<file path="config.mk">
export PLATFORM = sky130hd
export DESIGN_NAME = watchdog_and_multicounter_timer
export DESIGN_NICKNAME = d
export VERILOG_FILES = /design/src/wdog_pkg.sv /design/src/mc_counter16.sv /design/src/watchdog_and_multicounter_timer.sv
export VERILOG_INCLUDE_DIRS = /design/src
export SDC_FILE = /design/constraint.sdc
export NUM_CORES = 1
export LEC_CHECK = 0
export BUFFER_PORTS_ARGS = -buffer_cell sky130_fd_sc_hd__buf_2
export CAP_MARGIN = 20
export CORE_ASPECT_RATIO = 1.25
export CORE_MARGIN = 4
export CORE_UTILIZATION = 30
export DETAILED_ROUTE_END_ITERATION = 8
export PLACE_DENSITY = 0.58
export SYNTH_ARGS = -nofsm -noshare
export SYNTH_HDL_FRONTEND = slang
export SYNTH_SLANG_ARGS = --single-unit
</file>
<file path="constraint.sdc">
create_clock -name pclk -period 1.9 [get_ports pclk]
set_clock_uncertainty 0.05 [all_clocks]
set_input_delay 0.095 -clock pclk [delete_from_list [all_inputs] [get_ports pclk]]
set_output_delay 0.095 -clock pclk [all_outputs]
set_load 0.03 [all_outputs]
</file>
<file path="src/wdog_defines.svh">
`ifndef WDOG_DEFINES_SVH
`define WDOG_DEFINES_SVH

// Register byte addresses on the APB
`define WDOG_ADDR_W 12
`define WDOG_OFF_CTL 12'h000
`define WDOG_OFF_CNT 12'h004
`define WDOG_OFF_MATCH 12'h008
`define WDOG_OFF_INTR 12'h00c
`define WDOG_OFF_MASK 12'h010
`define WDOG_OFF_OSC 12'h014
`define WDOG_OFF_CLKSEL 12'h018
`define WDOG_OFF_MC_CTL 12'h01c
`define WDOG_OFF_MC_CFG 12'h020
`define WDOG_OFF_MC_CNT 12'h024
`define WDOG_OFF_MC_MATCH 12'h028
`define WDOG_OFF_MC_INTR 12'h02c

// Field positions
`define WDOG_CTL_EN 0
`define WDOG_LOCK_HI 31
`define WDOG_LOCK_LO 30
`define WDOG_IGN_HI 19
`define WDOG_IGN_LO 16
`define WDOG_INTR_MATCH 0
`define WDOG_INTR_BLOCKED 1
`define WDOG_OSC_EN 31
`define WDOG_MC_EN1 8
`define WDOG_MC_CFG1 8

// Reset values and limits
`define WDOG_LOCK_RST 2'h3
`define WDOG_LOCK_CLR0 2'h1
`define WDOG_LOCK_CLR1 2'h2
`define WDOG_LOCK_SET 2'h3
`define WDOG_IGN_MAX 4'hc
`define WDOG_MISS_LIMIT 2'h2
`define WDOG_MATCH_RST 16'h0000

`endif

</file>
<file path="src/wdog_pkg.sv">
package wdog_pkg;

   // Power state of the surrounding device
   typedef enum logic [1:0] {
      pm_active = 2'b00,
      pm_sleep = 2'b01,
      pm_deep_sleep = 2'b10,
      pm_hibernate = 2'b11
   } power_mode_t;

   // Action taken by a 16-bit multi-counter on a match
   typedef enum logic [1:0] {
      act_none = 2'b00,
      act_irq = 2'b01,
      act_reset = 2'b10,
      act_irq_then_reset = 2'b11
   } match_action_t;

   // Configuration of one 16-bit multi-counter channel
   typedef struct packed {
      logic clear_on_match;
      match_action_t match_action;
   } chan_cfg_t;

   // Staging of a new match value into the slow clock
   typedef enum logic [1:0] {
      sync_idle = 2'b00,
      sync_first = 2'b01,
      sync_second = 2'b10
   } match_sync_t;

endpackage
</file>
<file path="src/mc_counter16.sv">
`timescale 1ns/10ps
`default_nettype none
`include "wdog_defines.svh"

module mc_counter16
#(
   parameter int CW = 16
)
(
   // Clock and reset
   input wire logic pclk,
   input wire logic presetn,
   // Slow clock and control
   input wire logic lf_tick,
   input wire logic enable,
   input wire wdog_pkg::chan_cfg_t cfg,
   input wire logic [CW-1:0] match_value,
   input wire logic flag_clear,
   // State and events
   output logic [CW-1:0] count,
   output logic int_flag,
   output logic reset_event
);

   logic [CW-1:0] count_ff;
   logic flag_ff;
   logic [1:0] miss_ff;
   logic hit;
   logic ev;
   logic irq_mode;

   assign hit = (count_ff == match_value);
   assign ev = lf_tick & enable & hit;
   assign irq_mode = (cfg.match_action == wdog_pkg::act_irq) ||
                     (cfg.match_action == wdog_pkg::act_irq_then_reset);

   // Up counter on the slow clock, optional clear on match
   always_ff @(posedge pclk or negedge presetn)
   begin
      if (!presetn)
         count_ff <= '0;
      else if (lf_tick && enable)
      begin
         if (hit && cfg.clear_on_match)
            count_ff <= '0;
         else
            count_ff <= count_ff + 1'b1;
      end
   end

   // Set wins over a clear in the same cycle
   always_ff @(posedge pclk or negedge presetn)
   begin
      if (!presetn)
         flag_ff <= 1'b0;
      else if (ev && irq_mode)
         flag_ff <= 1'b1;
      else if (flag_clear)
         flag_ff <= 1'b0;
   end

   // Matches seen since the flag was last handled
   always_ff @(posedge pclk or negedge presetn)
   begin
      if (!presetn)
         miss_ff <= 2'h0;
      else if (ev && cfg.match_action == wdog_pkg::act_irq_then_reset)
         miss_ff <= (flag_clear || miss_ff == `WDOG_MISS_LIMIT) ? 2'h1 : miss_ff + 2'h1;
      else if (flag_clear)
         miss_ff <= 2'h0;
   end

   // Reset request: plain reset mode, or third unhandled match
   assign reset_event = ev && ((cfg.match_action == wdog_pkg::act_reset) ||
                        (cfg.match_action == wdog_pkg::act_irq_then_reset &&
                         !flag_clear && miss_ff == `WDOG_MISS_LIMIT));
   assign count = count_ff;
   assign int_flag = flag_ff;

endmodule
`default_nettype wire

</file>
<file path="src/watchdog_and_multicounter_timer.sv">
`timescale 1ns/10ps
`default_nettype none
`include "wdog_defines.svh"
// Overview of operation
// - Debug attached: reset blocked, interrupt raised instead
// - Writing 1 to flag feeds, counter untouched
// - Match never stops or clears free counter
// - Reset period about two wraps plus match
// - Lock code 3 protects enable, match, clocks
// - Interrupt to CPU active, wakeup controller asleep
// - Hibernate match wakeup gives full device reset
// - Match interrupt passes only when mask set
// - Two 16-bit multi-counters on slow clock
// - Counter 0 low half, counter 1 high
// - Two-bit action: none, irq, reset, combined
// - Combined: third unhandled match resets device
// - Clear-on-match gives period match plus one
// - New match value applies on the second slow edge after the write
// - Free counter counts ticks, wraps, flags matches
// - Ignored bits mask MSbs, capped at twelve
// - Third uncleared free match resets device
// - Lock codes: none, clear0, clear1, set both

module watchdog_and_multicounter_timer
#(
   parameter int CW = 16,
   parameter int CHANNELS = 2
)
(
   // Clock and reset
   input wire logic pclk,
   input wire logic presetn,
   // APB slave
   input wire logic psel,
   input wire logic penable,
   input wire logic pwrite,
   input wire logic [`WDOG_ADDR_W-1:0] paddr,
   input wire logic [31:0] pwdata,
   output logic [31:0] prdata,
   output logic pready,
   output logic pslverr,
   // Slow clock ticks, one pclk cycle per rising edge
   input wire logic osc_tick,
   input wire logic lf_tick,
   // Device state
   input wire logic debug_attached,
   input wire wdog_pkg::power_mode_t power_mode,
   // Interrupt routing and reset
   output logic cpu_irq,
   output logic wic_irq,
   output logic device_reset_req,
   output logic [CHANNELS-1:0] counter_interrupt_request,
   // Clock controls owned by the watchdog lock
   output logic osc_enable,
   output logic [1:0] lf_select
);

   // Bus decode
   logic setup;
   logic wr;
   logic hit_ok;
   logic [31:0] rd_data;
   logic [31:0] prdata_ff;
   logic locked;

   // Free-running watchdog state
   logic watchdog_enable_bit_ff;
   logic [1:0] config_lock_field_ff;
   logic [CW-1:0] fr_count_ff;
   logic [CW-1:0] fr_match_ff;
   logic [3:0] ignore_ff;
   logic match_interrupt_flag_ff;
   logic blocked_flag_ff;
   logic mask_ff;
   logic osc_en_ff;
   logic [1:0] lf_sel_ff;
   logic [1:0] miss_ff;
   logic [3:0] ign_eff;
   logic [CW-1:0] cmp_mask;
   logic fr_run;
   logic fr_ev;
   logic feed;
   logic fr_reset;
   logic hib_reset;
   logic any_reset;
   logic reset_ff;

   // Multi-counter state
   logic [CHANNELS-1:0] mc_en_ff;
   wdog_pkg::chan_cfg_t [CHANNELS-1:0] mc_cfg_ff;
   logic [CHANNELS*CW-1:0] mc_match_sw_ff;
   logic [CHANNELS*CW-1:0] mc_match_eff_ff;
   wdog_pkg::match_sync_t sync_ff;
   wdog_pkg::match_sync_t nxt_sync;
   logic [CHANNELS*CW-1:0] mc_count;
   logic [CHANNELS-1:0] mc_flag;
   logic [CHANNELS-1:0] mc_reset;
   logic [CHANNELS-1:0] mc_clear;
   logic irq_level;

   // Zero wait state slave: write at the access edge
   assign setup = psel & ~penable;
   assign wr = psel & penable & pwrite & hit_ok;
   assign pready = 1'b1;
   assign locked = |config_lock_field_ff;

   // Address decode for the unmapped-address error
   always_comb
   begin
      unique case (paddr)
         `WDOG_OFF_CTL, `WDOG_OFF_CNT, `WDOG_OFF_MATCH, `WDOG_OFF_INTR,
         `WDOG_OFF_MASK, `WDOG_OFF_OSC, `WDOG_OFF_CLKSEL, `WDOG_OFF_MC_CTL,
         `WDOG_OFF_MC_CFG, `WDOG_OFF_MC_CNT, `WDOG_OFF_MC_MATCH, `WDOG_OFF_MC_INTR:
            hit_ok = 1'b1;
         default:
            hit_ok = 1'b0;
      endcase
   end
   assign pslverr = psel & penable & ~hit_ok;

   // Read mux; counts are sampled whole in one cycle, so no tearing
   always_comb
   begin
      rd_data = 32'h0000_0000;
      unique case (paddr)
         `WDOG_OFF_CTL:
         begin
            rd_data[`WDOG_CTL_EN] = watchdog_enable_bit_ff;
            rd_data[`WDOG_LOCK_HI:`WDOG_LOCK_LO] = config_lock_field_ff;
         end
         `WDOG_OFF_CNT:
            rd_data[CW-1:0] = fr_count_ff;
         `WDOG_OFF_MATCH:
         begin
            rd_data[CW-1:0] = fr_match_ff;
            rd_data[`WDOG_IGN_HI:`WDOG_IGN_LO] = ignore_ff;
         end
         `WDOG_OFF_INTR:
         begin
            rd_data[`WDOG_INTR_MATCH] = match_interrupt_flag_ff;
            rd_data[`WDOG_INTR_BLOCKED] = blocked_flag_ff;
         end
         `WDOG_OFF_MASK:
            rd_data[`WDOG_INTR_MATCH] = mask_ff;
         `WDOG_OFF_OSC:
            rd_data[`WDOG_OSC_EN] = osc_en_ff;
         `WDOG_OFF_CLKSEL:
            rd_data[1:0] = lf_sel_ff;
         `WDOG_OFF_MC_CTL:
         begin
            rd_data[0] = mc_en_ff[0];
            rd_data[`WDOG_MC_EN1] = mc_en_ff[1];
         end
         `WDOG_OFF_MC_CFG:
         begin
            rd_data[2:0] = mc_cfg_ff[0];
            rd_data[`WDOG_MC_CFG1+2:`WDOG_MC_CFG1] = mc_cfg_ff[1];
         end
         `WDOG_OFF_MC_CNT:
            rd_data = mc_count;
         `WDOG_OFF_MC_MATCH:
            rd_data = mc_match_sw_ff;
         `WDOG_OFF_MC_INTR:
            rd_data[CHANNELS-1:0] = mc_flag;
         default:
            rd_data = 32'h0000_0000;
      endcase
   end

   // Read data captured in the setup cycle, stable through access
   always_ff @(posedge pclk or negedge presetn)
   begin
      if (!presetn)
         prdata_ff <= 32'h0000_0000;
      else if (setup && !pwrite)
         prdata_ff <= rd_data;
   end
   assign prdata = prdata_ff;

   // Lock field: always writable, locks on reset
   always_ff @(posedge pclk or negedge presetn)
   begin
      if (!presetn)
         config_lock_field_ff <= `WDOG_LOCK_RST;
      else if (wr && paddr == `WDOG_OFF_CTL)
      begin
         unique case (pwdata[`WDOG_LOCK_HI:`WDOG_LOCK_LO])
            `WDOG_LOCK_CLR0:
               config_lock_field_ff <= config_lock_field_ff & 2'h2;
            `WDOG_LOCK_CLR1:
               config_lock_field_ff <= config_lock_field_ff & 2'h1;
            `WDOG_LOCK_SET:
               config_lock_field_ff <= `WDOG_LOCK_SET;
            default:
               config_lock_field_ff <= config_lock_field_ff;
         endcase
      end
   end

   // Protected configuration: ignored while any lock bit is set
   always_ff @(posedge pclk or negedge presetn)
   begin
      if (!presetn)
      begin
         watchdog_enable_bit_ff <= 1'b0;
         fr_match_ff <= `WDOG_MATCH_RST;
         ignore_ff <= 4'h0;
         osc_en_ff <= 1'b0;
         lf_sel_ff <= 2'h0;
      end
      else if (wr && !locked)
      begin
         if (paddr == `WDOG_OFF_CTL)
            watchdog_enable_bit_ff <= pwdata[`WDOG_CTL_EN];
         if (paddr == `WDOG_OFF_MATCH)
         begin
            fr_match_ff <= pwdata[CW-1:0];
            ignore_ff <= pwdata[`WDOG_IGN_HI:`WDOG_IGN_LO];
         end
         if (paddr == `WDOG_OFF_OSC)
            osc_en_ff <= pwdata[`WDOG_OSC_EN];
         if (paddr == `WDOG_OFF_CLKSEL)
            lf_sel_ff <= pwdata[1:0];
      end
   end
   assign osc_enable = osc_en_ff;
   assign lf_select = lf_sel_ff;

   // Mask and multi-counter control are not under the watchdog lock
   always_ff @(posedge pclk or negedge presetn)
   begin
      if (!presetn)
      begin
         mask_ff <= 1'b0;
         mc_en_ff <= '0;
         mc_cfg_ff <= '0;
         mc_match_sw_ff <= '0;
      end
      else if (wr)
      begin
         if (paddr == `WDOG_OFF_MASK)
            mask_ff <= pwdata[`WDOG_INTR_MATCH];
         if (paddr == `WDOG_OFF_MC_CTL)
            mc_en_ff <= {pwdata[`WDOG_MC_EN1], pwdata[0]};
         if (paddr == `WDOG_OFF_MC_CFG)
         begin
            mc_cfg_ff[0] <= wdog_pkg::chan_cfg_t'(pwdata[2:0]);
            mc_cfg_ff[1] <= wdog_pkg::chan_cfg_t'(pwdata[`WDOG_MC_CFG1+2:`WDOG_MC_CFG1]);
         end
         if (paddr == `WDOG_OFF_MC_MATCH)
            mc_match_sw_ff <= pwdata;
      end
   end

   // Free-running counter runs only with enable and oscillator on
   assign fr_run = watchdog_enable_bit_ff & osc_en_ff;
   always_ff @(posedge pclk or negedge presetn)
   begin
      if (!presetn)
         fr_count_ff <= '0;
      else if (osc_tick && fr_run)
         fr_count_ff <= fr_count_ff + 1'b1;
   end

   // Masked comparison; the counter itself stays full width
   assign ign_eff = (ignore_ff > `WDOG_IGN_MAX) ? `WDOG_IGN_MAX : ignore_ff;
   assign cmp_mask = {CW{1'b1}} >> ign_eff;
   assign fr_ev = osc_tick & fr_run &
                  ((fr_count_ff & cmp_mask) == (fr_match_ff & cmp_mask));
   assign feed = wr & (paddr == `WDOG_OFF_INTR) & pwdata[`WDOG_INTR_MATCH];

   // Match flag: the match wins over a feed in the same cycle
   always_ff @(posedge pclk or negedge presetn)
   begin
      if (!presetn)
         match_interrupt_flag_ff <= 1'b0;
      else if (fr_ev)
         match_interrupt_flag_ff <= 1'b1;
      else if (feed)
         match_interrupt_flag_ff <= 1'b0;
   end

   // Matches since the last feed; a feed clears this and the match flag, not the count
   always_ff @(posedge pclk or negedge presetn)
   begin
      if (!presetn)
         miss_ff <= 2'h0;
      else if (fr_ev)
         miss_ff <= (feed || miss_ff == `WDOG_MISS_LIMIT) ? 2'h1 : miss_ff + 2'h1;
      else if (feed)
         miss_ff <= 2'h0;
   end

   // Third unhandled match resets; hibernate wakeup also resets
   assign fr_reset = fr_ev & ~feed & (miss_ff == `WDOG_MISS_LIMIT);
   assign hib_reset = fr_ev & (power_mode == wdog_pkg::pm_hibernate);
   assign any_reset = fr_reset | hib_reset | (|mc_reset);

   // Debug probe turns a reset into a sticky interrupt flag
   always_ff @(posedge pclk or negedge presetn)
   begin
      if (!presetn)
         blocked_flag_ff <= 1'b0;
      else if (any_reset && debug_attached)
         blocked_flag_ff <= 1'b1;
      else if (wr && paddr == `WDOG_OFF_INTR && pwdata[`WDOG_INTR_BLOCKED])
         blocked_flag_ff <= 1'b0;
   end

   // Registered reset request, one cycle per event
   always_ff @(posedge pclk or negedge presetn)
   begin
      if (!presetn)
         reset_ff <= 1'b0;
      else
         reset_ff <= any_reset & ~debug_attached;
   end
   assign device_reset_req = reset_ff;

   // Masked match request plus unmasked blocked flag, routed by power mode
   assign irq_level = (match_interrupt_flag_ff & mask_ff) | blocked_flag_ff;
   assign cpu_irq = irq_level & (power_mode == wdog_pkg::pm_active);
   assign wic_irq = irq_level & ((power_mode == wdog_pkg::pm_sleep) ||
                    (power_mode == wdog_pkg::pm_deep_sleep));

   // New match values wait for the second slow edge after the write
   always_comb
   begin
      nxt_sync = sync_ff;
      unique case (sync_ff)
         wdog_pkg::sync_idle:
            nxt_sync = wdog_pkg::sync_idle;
         wdog_pkg::sync_first:
            nxt_sync = lf_tick ? wdog_pkg::sync_second : wdog_pkg::sync_first;
         wdog_pkg::sync_second:
            nxt_sync = lf_tick ? wdog_pkg::sync_idle : wdog_pkg::sync_second;
         default:
            nxt_sync = wdog_pkg::sync_idle;
      endcase
      if (wr && paddr == `WDOG_OFF_MC_MATCH)
         nxt_sync = wdog_pkg::sync_first;
   end

   always_ff @(posedge pclk or negedge presetn)
   begin
      if (!presetn)
         sync_ff <= wdog_pkg::sync_idle;
      else
         sync_ff <= nxt_sync;
   end

   // Effective match copy loaded on the slow edge
   always_ff @(posedge pclk or negedge presetn)
   begin
      if (!presetn)
         mc_match_eff_ff <= '0;
      else if (sync_ff == wdog_pkg::sync_second && lf_tick)
         mc_match_eff_ff <= mc_match_sw_ff;
   end

   // Two 16-bit counters, channel n in bits n*16 upward
   genvar gi;
   generate
      for (gi = 0; gi < CHANNELS; gi++)
      begin : g_chan
         assign mc_clear[gi] = wr & (paddr == `WDOG_OFF_MC_INTR) & pwdata[gi];
         mc_counter16 #(
            .CW(CW)
         ) u_cnt (
            .pclk(pclk),
            .presetn(presetn),
            .lf_tick(lf_tick),
            .enable(mc_en_ff[gi]),
            .cfg(mc_cfg_ff[gi]),
            .match_value(mc_match_eff_ff[gi*CW +: CW]),
            .flag_clear(mc_clear[gi]),
            .count(mc_count[gi*CW +: CW]),
            .int_flag(mc_flag[gi]),
            .reset_event(mc_reset[gi])
         );
      end
   endgenerate
   assign counter_interrupt_request = mc_flag;

endmodule
`default_nettype wire

</file>
==> metrics.csv <==
stage;metric;value;unit
synth;simple-gate area share of the yosys netlist;13.7;%
floorplanning;Row Count;72;
synth;register bit count reported by yosys;192;
timing;period utilization;104;%
floorplanning;die height;207;microns
global_route;number of global-route vias before repair;7378;
routing;DRC;0;
global_route;largest net degree at the start of global routing;60;
synth;synth unique cells;64;
place;GPL Wtd Cong;0.834;
timing;final hold viol count;0;
synth;Seq/Total Area, Yosys;50.7;%
global_route;gr usage total;15.2;%
timing;post-route worst setup slack;-83.3;ps
timing;min Tclk post-route;1980;ps
place;Detail Placement HPWL;19.6;mm
finish;most frequent cells in the layout;dfrtp_1, buf_4, buf_2;
routing;met1 WL;11.1;mm
finish;FF+latch area;4810;sq um
timing;worst slew pin tran;540;ps
floorplanning;Top Ports;96;
worst_setup_path;Worst R2R End;g_chan[0].u_cnt.miss_ff[1];
place;placed cells;1407;
cts;clock-pin slew on the worst setup and hold paths;80;ps
synth;Compound-Gate Fraction of Synth Area;9.15;%
synth;Syn Nets;897;
routing;Wirelength per Cell;17.6;microns
synth;Synth Flop Type;dfrtp_1;
finish;FILL cells;3020;
synth;synthesized area per cell;11.4;sq um
finish;final net count;1119;
finish;cell area after layout;12400;sq um
finish;diode count;0;
worst_setup_path;Slowest Stage Delay on Critical Path;390;ps
routing;Detail Route Antenna Nets;0;
worst_setup_path;reg-to-reg startpoint;g_chan[0].u_cnt.count[0];
timing;Slew Limit Fails;0;
run;Max-Cap Viols;0;
worst_setup_path;worst path cell trace;xnor2_1 > buf_4 > nand4_1 > nor4_4 > buf_4 > and2_4 > and3_4 > mux2i_1;
floorplanning;Die ar.;34500;sq um
worst_setup_path;CP top delay family;simple AND/OR/NAND/NOR gates;
worst_setup_path;crit path DAT;2300;ps
worst_setup_path;worst endpoint required time;2220;ps
synth;largest family of logic cells by synthesized area;multiplexers;
routing;Highest Signal Layer;met4;
routing;via count;7138;
synth;synthesized area;9490;sq um
power_and_ir_drop;Internal;6.09;mW
finish;share of cells above drive strength 1;36.4;%
hold_path;hold path depth;2;
global_route;grt total ovfl;0;
timing;RSZ-0062 raised after global routing;true;
power_and_ir_drop;power share of the clock group;42.3;%
routing;met2 WL;13.6;mm
power_and_ir_drop;Logic pwr share;6.9;%
power_and_ir_drop;Sw Share;25.7;%
routing;WL final;26.1;mm
floorplanning;Initial Utilization;30.5;%
routing;routed length on met3;1.05;mm
cts;CTS max path bufs;2;
worst_setup_path;most frequent CP cell;buf_4;
synth;synth warn;0;
routing;vias per inst;4.83;
synth;asr flop ratio synth;100;%
finish;Finished Core Util;39.8;%
floorplanning;core region area;31100;sq um
finish;Post-Layout Cell Count;1477;
finish;commonest non-fill, non-tap cell in the layout;dfrtp_1;
worst_setup_path;Levels on crit path;8;
finish;area occupied by multi-input gates;4580;sq um
run_status;status;finished with violations;
timing;Fmax achieved;504;MHz
worst_setup_path;CP bufs+invs;2;
hold_path;HP Class;primary input to register;
cts;clk_lat worst skew;440;ps
cts;CTS tree;done;
cts;H-tree depth;4;
worst_setup_path;slowest cell on the critical path;dfrtp_1;
power_and_ir_drop;Leak;5.81;nW
synth;synthesized instance count;835;
global_route;initial antenna violation count;0;
place;port bufs;94;
worst_setup_path;CP max FO;3;
synth;mux share of post-synthesis cell area;14.0;%
cts;CTS root buf;clkbuf_16;
routing;Initial DRC Count;421;
worst_setup_path;Crit Path Category;register to register;
worst_setup_path;register-to-register setup slack;-80;ps
routing;TritonRoute pass-1 iters;5;
power_and_ir_drop;Power Density;662;nW/um^2
hold_path;worst hold start;pwdata[0];
floorplanning;die width;167;microns
synth;area share of fa/ha/maj cells after synthesis;1.06;%
power_and_ir_drop;Max IR drop VDD;0.646;mV
cts;Num CTS Buffers;17;
run_status;failing checks;negative setup slack;
power_and_ir_drop;Psw;2.11;mW
finish;area delta synth->final;30.5;%
timing;slew margin rel.;63.7;%
cts;clock sink count;192;
timing;# setup viols final;17;
place;Placed Area;11300;sq um
hold_path;Min-Delay Endpoint;mask_ff;
global_route;first-pass GRT wire length;41.3;mm
worst_setup_path;path depth of the worst reg2reg path;8;
synth;EDFF count, synth;0;
synth;xor/xnor cell area share of the yosys netlist;7.94;%
worst_setup_path;CP Launch Point;g_chan[0].u_cnt.count[0];
worst_setup_path;critical path capture point type;register;
power_and_ir_drop;Sequential Power Share;50.8;%
worst_setup_path;Worst Setup Start Kind;register;
[timing repair]
| item | CTS | global route |
|---|---|---|
| gates cloned | 0 | 0 |
| buffers inserted | 1 | 3 |
| endpoints found under the setup margin | 25 | 26 |
| gates resized for setup | 12 | 10 |
| endpoints found under the hold margin | 253 | 0 |
| hold buffers | 34 | 0 |
| pin swaps | 10 | 8 |
[state kept, by name (all words and copies together), names as in the netlist, 2 cells and up]
name / cells
mc_cfg_ff: 6
config_lock_field_ff: 2
miss_ff: 2
sync_ff: 2
ignore_ff: 4
fr_count_ff: 16
g_chan.u_cnt.miss_ff: 4
mc_en_ff: 2
mc_match_sw_ff: 32
g_chan.u_cnt.count: 32
fr_match_ff: 16
mc_match_eff_ff: 32
prdata: 32
lf_select: 2
g_chan.u_cnt.int_flag: 2
[cell families after synthesis]
family | Yosys count
AO/OA/AOI/OAI | 118
XOR/XNOR | 86
adder cells (fa/ha/maj) | 8
buffers and inverters | 66
flip-flops | 192
multiplexers | 113
other | 1
AND/OR/NAND/NOR | 251
[worst max path at each step]
| stage | endpoint | slack [ps] |
|---|---|---|
| CTS | g_chan[0].u_cnt.miss_ff[1] | -120 |
| floorplan | fr_match_ff[0] | -120 |
| global route | g_chan[0].u_cnt.miss_ff[1] | -200 |
| detailed placement | g_chan[0].u_cnt.miss_ff[1] | -440 |
| global placement | g_chan[0].u_cnt.miss_ff[1] | -430 |
| finish | g_chan[0].u_cnt.miss_ff[1] | -80 |
[final cells by class]
type / instances / area share [%]
inverters: 18 / 0.546
clock inverters: 14 / 0.991
repair buffers: 251 / 14.9
well taps: 407 / 4.11
multi-input cells: 577 / 37.0
clock buffers: 18 / 3.55
flip-flops and latches: 192 / 38.9
[metrics by stage]
step                setup slack [ps]  hold WS [ps]  TNS (ps)  total power, mW
finish                         -83.3          15.6      -664             8.20
global route                    -202          14.6     -2480             8.52
CTS                             -116          12.0     -1060             8.30
detailed placement              -444          3.73    -26280             4.78
global placement                -431        -0.534    -25080             4.77
floorplan                       -118          -251     -4780             4.47
[routing by layer]
metal  GRT usage (%)  vias up
met5               0        -
met2            26.8      126
met1            19.0     3564
met3            2.76       19
li1                -     3429
met4            4.85        0
[power groups by stage]
stage | Combinational, mW | Clock (mW) | Sequential, mW
after floorplan | 0.115 | 0 | 4.35
after global placement | 0.521 | 0 | 4.25
after detailed placement | 0.525 | 0 | 4.25
after CTS | 0.582 | 3.55 | 4.17
after global routing | 0.626 | 3.72 | 4.17
final | 0.567 | 3.46 | 4.17
[Yosys cell counts (3+ instances only)]
| cell type | number | area (sq um) |
|---|---|---|
| mux2_2 | 50 | 563 |
| inv_1 | 16 | 60.1 |
| o21ai_0 | 17 | 85.1 |
| clkbuf_1 | 33 | 124 |
| a22o_1 | 16 | 140 |
| nor4_1 | 8 | 50.1 |
| a21oi_1 | 17 | 85.1 |
| a41oi_1 | 3 | 26.3 |
| and3_1 | 13 | 81.3 |
| nand2b_1 | 3 | 18.8 |
| nor3_1 | 6 | 30.0 |
| dfrtp_1 | 190 | 4750 |
| or3b_2 | 3 | 26.3 |
| nor2b_1 | 9 | 56.3 |
| xor2_1 | 26 | 228 |
| nand4_1 | 19 | 119 |
| a21o_1 | 3 | 22.5 |
| a31oi_1 | 6 | 37.5 |
| a32oi_1 | 6 | 52.6 |
| ha_1 | 8 | 100 |
| a22oi_1 | 12 | 90.1 |
| and4_1 | 6 | 52.6 |
| o21ai_1 | 3 | 15.0 |
| a222oi_1 | 3 | 30.0 |
| mux2_1 | 30 | 338 |
| nand3b_1 | 3 | 22.5 |
| xnor2_1 | 60 | 526 |
| buf_4 | 6 | 45.0 |
| buf_2 | 3 | 15.0 |
| nor2_1 | 72 | 270 |
| or2_2 | 3 | 18.8 |
| a221oi_1 | 20 | 175 |
| mux2i_1 | 13 | 130 |
| and2_1 | 6 | 37.5 |
| or3_1 | 5 | 31.3 |
| nand3_1 | 24 | 120 |
| mux2_4 | 20 | 300 |
| nand2_1 | 57 | 214 |
Note: power is estimated with default switching activity, not from simulation.
